`src/hw/pasm_map.svh`:
```
// Constants for the program address segment map
`ifndef PASM_MAP_SVH
`define PASM_MAP_SVH

// ****************************************
// Segment boundaries and address math
// ****************************************
`define PASM_ADDR_W 32
`define PASM_MSB 31
`define PASM_SEG_HI 31
`define PASM_SEG_LO 29
`define PASM_DIRECT_MASK 32'h1fff_ffff
`define PASM_CACHED_CLR 32'h7fff_ffff
`define PASM_USER_OFFSET 32'h4000_0000
`define PASM_RESET_VECTOR 32'hbfc0_0000
`define PASM_RESET_PHYS 32'h1fc0_0000

`endif

```
`src/hw/pasm_pkg.sv`:
```
// Types for the program address segment map
package pasm_pkg;

   // ****************************************
   // Segment codes
   // ****************************************
   typedef enum logic [1:0] {
      PASM_SEG_USER = 2'b00,
      PASM_SEG_CACHED_DIRECT = 2'b01,
      PASM_SEG_UNCACHED_DIRECT = 2'b10,
      PASM_SEG_KERNEL_HIGH = 2'b11
   } pasm_seg_e;

   // Request from the core
   typedef struct packed {
      logic valid;
      logic fetch;
      logic write;
      logic [31:0] addr;
   } pasm_req_s;

   // Access presented to memory
   typedef struct packed {
      logic valid;
      logic fetch;
      logic write;
      logic cached;
      logic [31:0] paddr;
   } pasm_mem_s;

   // Trap report to the exception logic
   typedef struct packed {
      logic addr_trap;
      logic instr_trap;
      logic [31:0] bad_addr;
   } pasm_trap_s;

endpackage

```
`src/hw/pasm_decode.sv`:
```
// Combinational segment decode of one program address
`timescale 1ns/1ns
`include "pasm_map.svh"

module pasm_decode #(
   parameter bit HAS_XLATE = 1'b0
) (
   input wire logic [31:0] addr,
   input wire logic user_mode,
   output pasm_pkg::pasm_seg_e seg,
   output logic [31:0] paddr,
   output logic cached,
   output logic illegal
);

   // ****************************************
   // Segment select and physical address
   // ****************************************
   always_comb begin
      seg = pasm_pkg::PASM_SEG_USER;
      paddr = addr;
      cached = 1'b0;
      illegal = user_mode && addr[`PASM_MSB];
      if (!addr[`PASM_MSB]) begin
         seg = pasm_pkg::PASM_SEG_USER;
         // User segment: fixed offset without translation hardware
         paddr = HAS_XLATE ? addr : addr + `PASM_USER_OFFSET;
         cached = 1'b1;
      end else if (addr[30:29] == 2'b00) begin
         seg = pasm_pkg::PASM_SEG_CACHED_DIRECT;
         paddr = addr & `PASM_CACHED_CLR;
         cached = 1'b1;
      end else if (addr[30:29] == 2'b01) begin
         seg = pasm_pkg::PASM_SEG_UNCACHED_DIRECT;
         paddr = addr & `PASM_DIRECT_MASK;
         cached = 1'b0;
      end else begin
         seg = pasm_pkg::PASM_SEG_KERNEL_HIGH;
         paddr = addr;
         cached = 1'b1;
      end
   end

endmodule // pasm_decode

```
`src/hw/pasm_segment_map.sv`:
```
// Program address segment map: privilege check, cache select, physical address
// How it works
// - In user mode any address with bit 31 set is illegal and traps instead of accessing.
// - Addresses 0 to 0x7fff_ffff are the user segment, the only one legal in user mode.
// - Without translation hardware a user address gains a one gigabyte offset.
// - Addresses 0x8000_0000 to 0x9fff_ffff map to physical by clearing bit 31.
// - The cached direct segment is always accessed through the cache.
// - Addresses 0xa000_0000 to 0xbfff_ffff map to physical by clearing bits 31 to 29.
// - The uncached direct segment always bypasses the cache.
// - After reset fetch starts at 0xbfc0_0000, physical 0x1fc0_0000.
// - The kernel high segment 0xc000_0000 up is kernel only; user access traps.
// - Without translation hardware the kernel high segment passes unchanged.
// - Reset enters kernel mode, where all four segments are legal.
// - Privileged instructions executed in user mode trap.
`timescale 1ns/1ns
`include "pasm_map.svh"

module pasm_segment_map #(
   parameter bit HAS_XLATE = 1'b0
) (
   input wire logic CLK,
   input wire logic ARST_N,
   input wire pasm_pkg::pasm_req_s REQ,
   input wire logic PRIV_INSTR,
   input wire logic MODE_WE,
   input wire logic MODE_USER,
   output pasm_pkg::pasm_mem_s MEM,
   output pasm_pkg::pasm_trap_s TRAP,
   output logic USER_MODE,
   output logic [31:0] BOOT_PC
);

   pasm_pkg::pasm_seg_e seg;
   logic [31:0] paddr;
   logic cached;
   logic illegal;
   logic pass_req;
   logic user_reg, user_next;
   pasm_pkg::pasm_mem_s mem_reg, mem_next;
   pasm_pkg::pasm_trap_s trap_reg, trap_next;
   logic [31:0] boot_pc_reg, boot_pc_next;

   // ****************************************
   // Address decode
   // ****************************************
   pasm_decode #(
      .HAS_XLATE(HAS_XLATE)
   ) u_decode (
      .addr(REQ.addr),
      .user_mode(user_reg),
      .seg(seg),
      .paddr(paddr),
      .cached(cached),
      .illegal(illegal)
   );

   // ****************************************
   // Request qualifier
   // ****************************************
   // Only a valid and legal request reaches memory
   always_comb begin
      pass_req = REQ.valid && !illegal;
   end

   // ****************************************
   // Privilege mode
   // ****************************************
   // Mode changes only on an explicit load
   always_comb begin
      user_next = user_reg;
      if (MODE_WE) begin
         user_next = MODE_USER;
      end
   end

   // Reset forces kernel mode
   always_ff @(posedge CLK or negedge ARST_N) begin
      if (!ARST_N) begin
         user_reg <= 1'b0;
      end else begin
         user_reg <= user_next;
      end
   end

   // ****************************************
   // Memory access
   // ****************************************
   // Legal requests go to memory one cycle later
   always_comb begin
      mem_next = '0;
      if (pass_req) begin
         mem_next.valid = 1'b1;
         mem_next.fetch = REQ.fetch;
         mem_next.write = REQ.write;
         mem_next.cached = cached;
         mem_next.paddr = paddr;
      end
   end

   // Access register; nothing goes out during reset
   always_ff @(posedge CLK or negedge ARST_N) begin
      if (!ARST_N) begin
         mem_reg <= '0;
      end else begin
         mem_reg <= mem_next;
      end
   end

   // ****************************************
   // Trap report
   // ****************************************
   // Illegal addresses and user privileged instructions
   always_comb begin
      trap_next = '0;
      if (REQ.valid && illegal) begin
         // Kernel high and both direct segments trap in user mode
         trap_next.addr_trap = 1'b1;
         trap_next.bad_addr = REQ.addr;
      end
      trap_next.instr_trap = PRIV_INSTR && user_reg;
   end

   // Trap register; flags stand one cycle
   always_ff @(posedge CLK or negedge ARST_N) begin
      if (!ARST_N) begin
         trap_reg <= '0;
      end else begin
         trap_reg <= trap_next;
      end
   end

   // ****************************************
   // Reset fetch address
   // ****************************************
   // Boot address holds its reset value
   always_comb begin
      boot_pc_next = boot_pc_reg;
   end

   // Reset loads the uncached boot vector
   always_ff @(posedge CLK or negedge ARST_N) begin
      if (!ARST_N) begin
         boot_pc_reg <= `PASM_RESET_VECTOR;
      end else begin
         boot_pc_reg <= boot_pc_next;
      end
   end

   // ****************************************
   // Outputs
   // ****************************************
   // Every output comes from a register
   assign MEM = mem_reg;
   assign TRAP = trap_reg;
   assign USER_MODE = user_reg;
   assign BOOT_PC = boot_pc_reg;
endmodule // pasm_segment_map

```
`config.mk`:
```
export PLATFORM = sky130hd
export DESIGN_NAME = pasm_segment_map
export DESIGN_NICKNAME = d
export VERILOG_FILES = /design/src/hw/pasm_pkg.sv /design/src/hw/pasm_decode.sv /design/src/hw/pasm_segment_map.sv
export VERILOG_INCLUDE_DIRS = /design/src /design/src/hw
export SDC_FILE = /design/constraint.sdc
export NUM_CORES = 1
export LEC_CHECK = 0
export BUFFER_PORTS_ARGS = -buffer_cell sky130_fd_sc_hd__buf_2
export CORE_MARGIN = 1
export CORE_UTILIZATION = 43
export CTS_CLUSTER_SIZE = 30
export DETAILED_ROUTE_END_ITERATION = 10
export GPL_TIMING_DRIVEN = 0
export PLACE_DENSITY = 0.82
export SYNTH_ARGS = -nofsm -noshare
export SYNTH_HDL_FRONTEND = slang
export SYNTH_SLANG_ARGS = --single-unit
```
`constraint.sdc`:
```
create_clock -name CLK -period 1.4 [get_ports CLK]
set_input_delay 0.28 -clock CLK [delete_from_list [all_inputs] [get_ports CLK]]
set_output_delay 0.28 -clock CLK [all_outputs]
set_load 0.01 [all_outputs]
```
==> results of run 1 <==
==> final cells by class <==
type	instances	area (um^2)
well taps	72	90.09
flip-flops and latches	71	1777
plain buffers	42	290.3
repair buffers	109	548.0
multi-input cells	139	570.5
clock buffers	11	131.4
fillers	461	2072
clock inverters	4	95.09
==> through the flow <==
step | setup WS, ns | cells | hold slack, ns
after detailed placement | 0.2566 | 433 | 0.4437
final | 0.1646 | 448 | 0.04711
after global routing | 0.08475 | 448 | 0.1228
after global placement | -0.2106 | 433 | 0.4921
after floorplan | 0.3284 | 252 | -0.01559
after CTS | 0.1348 | 448 | 0.06809
==> registers in the layout (all words and copies together), names as in the netlist <==
name       count
TRAP          34
USER_MODE      1
MEM           36
==> path summary, 6_finish.rpt <==
kind / to / slack [ns] / cells past startpoint
setup / recovery: USER_MODE / 0.16 / 1
hold / removal: TRAP[14] / 0.05 / 1
setup reg to reg: TRAP[27] / 0.26 / 3
hold reg to reg: TRAP[32] / 0.63 / 1
max in group asynchronous: MEM[4] / 0.82 / 1
min in group CLK: TRAP[32] / 0.15 / 2
==> synth_stat cells, drive strengths merged <==
cell type  instances  area (um^2)
clkbuf             3        12.51
and2               3        18.77
mux2               1        11.26
a21oi              1        5.000
nand2             31        116.4
conb               2        7.510
nor2              60        225.2
dfrtp             71         1777
o21a               1        7.510
nand3b             1        7.510
and3b              1        8.760
buf               39        277.8
nand2b             1        6.260
and3               7        43.79
==> cell families after synthesis <==
| kind of cell | share of synthesized area [%] |
|---|---|
| simple gates | 16.90 |
| buf+inv | 11.50 |
| flops | 70.37 |
| mux | 0.4460 |
| other cells | 0.2974 |
| compound gates | 0.4955 |
==> per-layer routing <==
metal / track usage [%] / share of wire [%]
met2: 28.35 / 46
met4: 7.222 / 1.2
met5: 0 / 0
met1: 22.02 / 41
met3: 9.070 / 12
==> worst register-to-register path: cells and delay by family, from the launching register on <==
family	cells	cell delay (ns)
AND/OR/NAND/NOR	2	0.30
flip-flops	1	0.44
buffers and inverters	1	0.28
==> power by group <==
part / internal, uW / total (uW) / switching (uW)
combinational: 214 / 519 / 305
sequential: 2150 / 2170 / 27.9
clock: 1170 / 1880 / 705
==> flow_summary.rst, run 1 <==
.. list-table::
   :header-rows: 1

   * - Metric
     - Value
   * - Reg-to-reg critical path startpoint
     - USER_MODE
   * - Core Region
     - 5574 um^2
   * - Diode insertion count for antenna repair
     - 0
   * - Post-cts gate resize count
     - 0
   * - Number of slew-limit violations in the final report
     - 0
   * - Delay of the slowest critical-path stage
     - 0.44 ns
   * - Arrival time at the worst endpoint
     - about 0.96 ns
   * - Final instance area
     - 3502 um^2
   * - Worst vdd rail ir drop
     - 0.0005795 V
   * - Run status
     - complete, no violations
   * - Detailed-route wire length
     - about 5.4 mm
   * - Max Fanout on Critical Path
     - 9
   * - Final HPWL from detailed placement
     - 3.788 mm
   * - First-pass iteration count of the detailed router
     - 4
   * - Placement Rows
     - 27
   * - Family with the most delay on the worst path
     - flip-flops
   * - End-of-flow core utilization
     - a little over three fifths
   * - Slowest library cell on the worst path
     - sky130_fd_sc_hd__dfrtp_1
   * - Wirelength per Cell
     - 12.10 um
   * - H-tree lvl count
     - 3
   * - Register clock-pin slew on the reported worst setup and hold paths
     - 0.07 ns
   * - # IOs
     - 143
   * - Total Die Area
     - 6183 um^2
   * - Clk root buf
     - sky130_fd_sc_hd__clkbuf_8
   * - Total via count in the routed design
     - 1861
   * - Ratio of cells with drive above 1 in the final layout
     - 43.35%
   * - Yosys warning total
     - 0
   * - Most common library cell in the layout ignoring fill and taps
     - sky130_fd_sc_hd__buf_2
   * - Static Leak
     - 0.002136 uW
   * - Number of post-CTS setup repair buffers
     - 0
   * - Clock tree from TritonCTS
     - built
   * - Yosys reg bits
     - 71
   * - First-pass GRT wire length
     - 8.183 mm
   * - Start point of the critical path
     - USER_MODE
   * - Unrepaired setup endpoints after global routing
     - no
   * - Iteration-0 DRC Markers
     - 65
   * - Insertion delay of the later-clocked pin in the worst-skew pair
     - ~0.34 ns
   * - Kind of start point of the critical path
     - flop
   * - Post-route DRC
     - 0
   * - Vias in the first global route
     - around 1.7k
   * - Buffers added on ports
     - 109
   * - Fmax
     - 809.4 MHz
   * - Kind of capture point of the worst setup path
     - output pin
   * - Time the worst path needs with I/O delays and setup
     - 1.235 ns
   * - Die outline width
     - ~80 um
   * - Total power
     - 4570 uW
   * - Count of different cell masters after synthesis
     - 16
   * - Number of nets in the layout
     - 412
   * - Worst Path Required
     - 1.12 ns
   * - Max-cap violations
     - 0
   * - Num CTS Buffers
     - 9
   * - Max-slew headroom at the worst pin
     - 44.21%
   * - Final count of hold timing violations
     - 0
   * - Area Growth Syn to Fin
     - 38.70%
   * - Class of the tightest hold or removal check
     - in -> async
   * - Total cell area at the placement stage
     - around 3300 um^2
   * - Largest net degree at the start of global routing
     - 72
   * - Via density per instance
     - 4.154
   * - Series of cell instances along the critical path
     - buf_2
   * - Die height
     - 78.63 um
   * - Accumulated negative setup slack
     - 0 ns
   * - Share of the cycle needed by the critical path after routing
     - roughly nine tenths
   * - Placer's final routability congestion estimate
     - 0.7342
   * - Antenna violations before repair
     - 0
   * - Gate count after technology mapping
     - 222
   * - GR Util All Layers
     - 18.41%
   * - Initial core utilization
     - between 40% and 50%
   * - Post-synthesis instance area
     - 2525 um^2
   * - Number of sinks driven by the clock tree
     - 71
   * - WS Path Type
     - reg -> out
   * - Setup skew after layout
     - 0.004451 ns
   * - Sequential cell area fraction in the yosys report
     - 70.37%
   * - Finish-stage setup viols
     - 0
   * - CTS Buffer Depth
     - 2
   * - Hold-fix buffers, CTS
     - 0
   * - Average cell area after synthesis
     - 11.37 um^2
   * - Post-route ant nets
     - 0
   * - GRT Residual Overflow
     - 0
   * - Power density relative to cell area
     - 1305 nW/um^2
   * - Least-Margin Pin Slew
     - roughly 0.84 ns
   * - Crit path buffers/inverters
     - 1
   * - Top library cells by usage in the layout, fill and taps aside
     - sky130_fd_sc_hd__buf_2, sky130_fd_sc_hd__dfrtp_1, sky130_fd_sc_hd__nor2_1
(Power assumes the default switching activity.)
==> run 2, diff against run 1 <==
- MAX_ROUTING_LAYER: default -> met4
==> run 2 against run 1 <==
  * Register-to-register slack is essentially flat
  * Maximum frequency shrank 0.11%
  * Utilization is the same
  * Final cell count is the same
  * Sequential share of layout area is the same
  * Setup slack lost 0.0013 ns
  * Non-clock buffer count is the same
  * Cell area is the same
  * Die area is the same
  * Clock power is essentially flat
==> flow_summary.rst, run 2 (synthesis results as in run 1) <==
.. list-table::
   :header-rows: 1

   * - Metric
     - Value
   * - Run status
     - complete, no violations
   * - Number of slew-limit violations in the final report
     - 0 (unchanged)
   * - Diode insertion count for antenna repair
     - 0 (unchanged)
   * - Kind of capture point of the worst setup path
     - output pin
   * - Register clock-pin slew on the reported worst setup and hold paths
     - 0.07 ns (about the same)
   * - Fmax
     - 808.6 MHz (-0.11%)
   * - Slowest library cell on the worst path
     - sky130_fd_sc_hd__dfrtp_1
   * - Final count of hold timing violations
     - 0 (unchanged)
   * - Family with the most delay on the worst path
     - flip-flops
   * - Die height
     - 78.63 um (unchanged)
   * - First-pass GRT wire length
     - 8.162 mm (-0.26%)
   * - Insertion delay of the later-clocked pin in the worst-skew pair
     - 0.34 ns (about the same)
   * - Worst slack at placement
     - 0.2566 ns (unchanged)
   * - Top library cells by usage in the layout, fill and taps aside
     - sky130_fd_sc_hd__buf_2, sky130_fd_sc_hd__dfrtp_1, sky130_fd_sc_hd__nor2_1
   * - Class of the tightest hold or removal check
     - in -> async
   * - Total via count in the routed design
     - 1880 (+1.0%)
   * - Number of post-CTS setup repair buffers
     - 0 (unchanged)
   * - Static Leak
     - 0.002136 uW (unchanged)
   * - Max-cap violations
     - 0 (unchanged)
   * - Series of cell instances along the critical path
     - buf_2
   * - Final HPWL from detailed placement
     - 3.788 mm (unchanged)
   * - GRT Residual Overflow
     - 0 (unchanged)
   * - Wirelength per Cell
     - 12.02 um (-0.72%)
   * - Filler cells
     - 461 (unchanged)
   * - Power density relative to cell area
     - 1305 nW/um^2 (about the same)
   * - Max Fanout on Critical Path
     - 9 (unchanged)
   * - End of the worst register-to-register path
     - TRAP[27]
   * - Least-Margin Pin Slew
     - 0.8295 ns (-0.007246 ns)
   * - CTS Buffer Depth
     - 2 (unchanged)
   * - Unrepaired setup endpoints after global routing
     - no
   * - Area Growth Syn to Fin
     - 38.70% (unchanged)
   * - Kind of start point of the critical path
     - flop
   * - Setup skew after layout
     - 0.004635 ns (+0.0001842 ns)
   * - Post-route ant nets
     - 0 (unchanged)
   * - Clk root buf
     - sky130_fd_sc_hd__clkbuf_8
   * - Via density per instance
     - 4.196 (+1.0%)
   * - Crit path buffers/inverters
     - 1 (unchanged)
   * - Die outline width
     - 78.63 um (unchanged)
   * - Core Region
     - 5574 um^2 (unchanged)
   * - Placer's final routability congestion estimate
     - 0.7431 (+1.2%)
   * - First-pass iteration count of the detailed router
     - 4 (unchanged)
   * - Number of nets in the layout
     - 412 (unchanged)
   * - Vias in the first global route
     - 1738 (-0.23%)
   * - Buffers added on ports
     - 109 (unchanged)
   * - Most common library cell in the layout ignoring fill and taps
     - sky130_fd_sc_hd__buf_2
   * - Worst Path Required
     - 1.12 ns (about the same)
   * - Minimum setup slack among reg-to-reg paths
     - 0.27 ns (about the same)
   * - Arrival time at the worst endpoint
     - 0.96 ns (about the same)
   * - H-tree lvl count
     - 3 (unchanged)
   * - Accumulated negative setup slack
     - 0 ns (unchanged)
   * - Share of the cycle needed by the critical path after routing
     - 88.34% (+0.094 points)
   * - Placement Rows
     - 27 (unchanged)
   * - Hold-fix buffers, CTS
     - 0 (unchanged)
   * - Detailed-route wire length
     - 5.384 mm (-0.72%)
   * - Total cell area at the placement stage
     - 3276 um^2 (unchanged)
   * - Total Die Area
     - 6183 um^2 (unchanged)
   * - Clock tree from TritonCTS
     - built
   * - Ratio of cells with drive above 1 in the final layout
     - 43.35% (unchanged)
   * - Final instance count without filler cells
     - 448 (unchanged)
   * - Initial core utilization
     - 45.30% (unchanged)
   * - GR Util All Layers
     - 18.91% (+0.50 points)
   * - Delay of the slowest critical-path stage
     - 0.44 ns (about the same)
   * - Iteration-0 DRC Markers
     - 68 (+4.6%)
   * - Worst R2R Path Depth
     - 3 (unchanged)
   * - Post-cts gate resize count
     - 0 (unchanged)
   * - Worst Setup Slack, final
     - 0.1632 ns (-0.001312 ns)
   * - WS Path Type
     - reg -> out
   * - Total power
     - 4571 uW (about the same)
   * - Final instance area
     - 3502 um^2 (unchanged)
   * - Num CTS Buffers
     - 9 (unchanged)
   * - Max-slew headroom at the worst pin
     - 44.70% (+0.48 points)
   * - Antenna violations before repair
     - 0 (unchanged)
   * - Number of flip-flops in the largest register
     - 36 (unchanged)
   * - Worst vdd rail ir drop
     - 0.0005806 V (+0.19%)
   * - Finish-stage setup viols
     - 0 (unchanged)
   * - # IOs
     - 143 (unchanged)
   * - Number of sinks driven by the clock tree
     - 71 (unchanged)
   * - Largest net degree at the start of global routing
     - 72 (unchanged)
   * - Cell total after placement
     - 433 (unchanged)
   * - Time the worst path needs with I/O delays and setup
     - 1.237 ns (+0.001312 ns)
   * - Reg-to-reg critical path startpoint
     - USER_MODE
   * - Post-route DRC
     - 0 (unchanged)
## run 2: cell counts in the layout (fill, tap and decap cells not counted)
No cell type changed its count.
## run 2: routing by layer
layer	part of all wire (%)	GRT usage [%]	routed length, um
met5	0	-	0
met4	1.2	7.222	64
met3	10	7.442	554
met2	46	28.17	2502
met1	42	23.18	2263
## run 2: worst max path at each step
stage,startpoint,endpoint,slack [ns],cells past startpoint
3_5_place_dp,USER_MODE,TRAP[29],0.26,3
2_1_floorplan,USER_MODE,TRAP[30],0.33,3
3_3_place_gp,ARST_N,USER_MODE,-0.21,1
5_1_grt,USER_MODE,USER_MODE,0.08,1
4_1_cts,USER_MODE,USER_MODE,0.13,1
6_report,USER_MODE,USER_MODE,0.16,1
## run 2: area by class of cell
| cell class | instances | area [um^2] | area share [%] |
|---|---|---|---|
| clock buffers | 11 | 131.4 | 3.751 |
| well taps | 72 | 90.09 | 2.572 |
| multi-input cells | 139 | 570.5 | 16.29 |
| flip-flops and latches | 71 | 1777 | 50.73 |
| plain buffers | 42 | 290.3 | 8.289 |
| clock inverters | 4 | 95.09 | 2.715 |
| repair buffers | 109 | 548.0 | 15.65 |
## run 2: power by group
part | internal [uW] | leakage, uW | switching [uW] | total, uW
registers | 2150 | 0.000950 | 27.8 | 2170
logic | 214 | 0.00107 | 305 | 519
clock network | 1170 | 0.000113 | 707 | 1880
total | 3530 | 0.00214 | 1040 | 4570
## run 2: stage by stage
| stage | hold WS (ns) | utilization (%) |
|---|---|---|
| after floorplan | -0.01559 | - |
| after global placement | 0.4921 | 58.72 |
| after detailed placement | 0.4437 | 58.77 |
| after CTS | 0.06809 | 62.83 |
| after global routing | 0.1226 | 62.83 |
| final | 0.04532 | 62.83 |
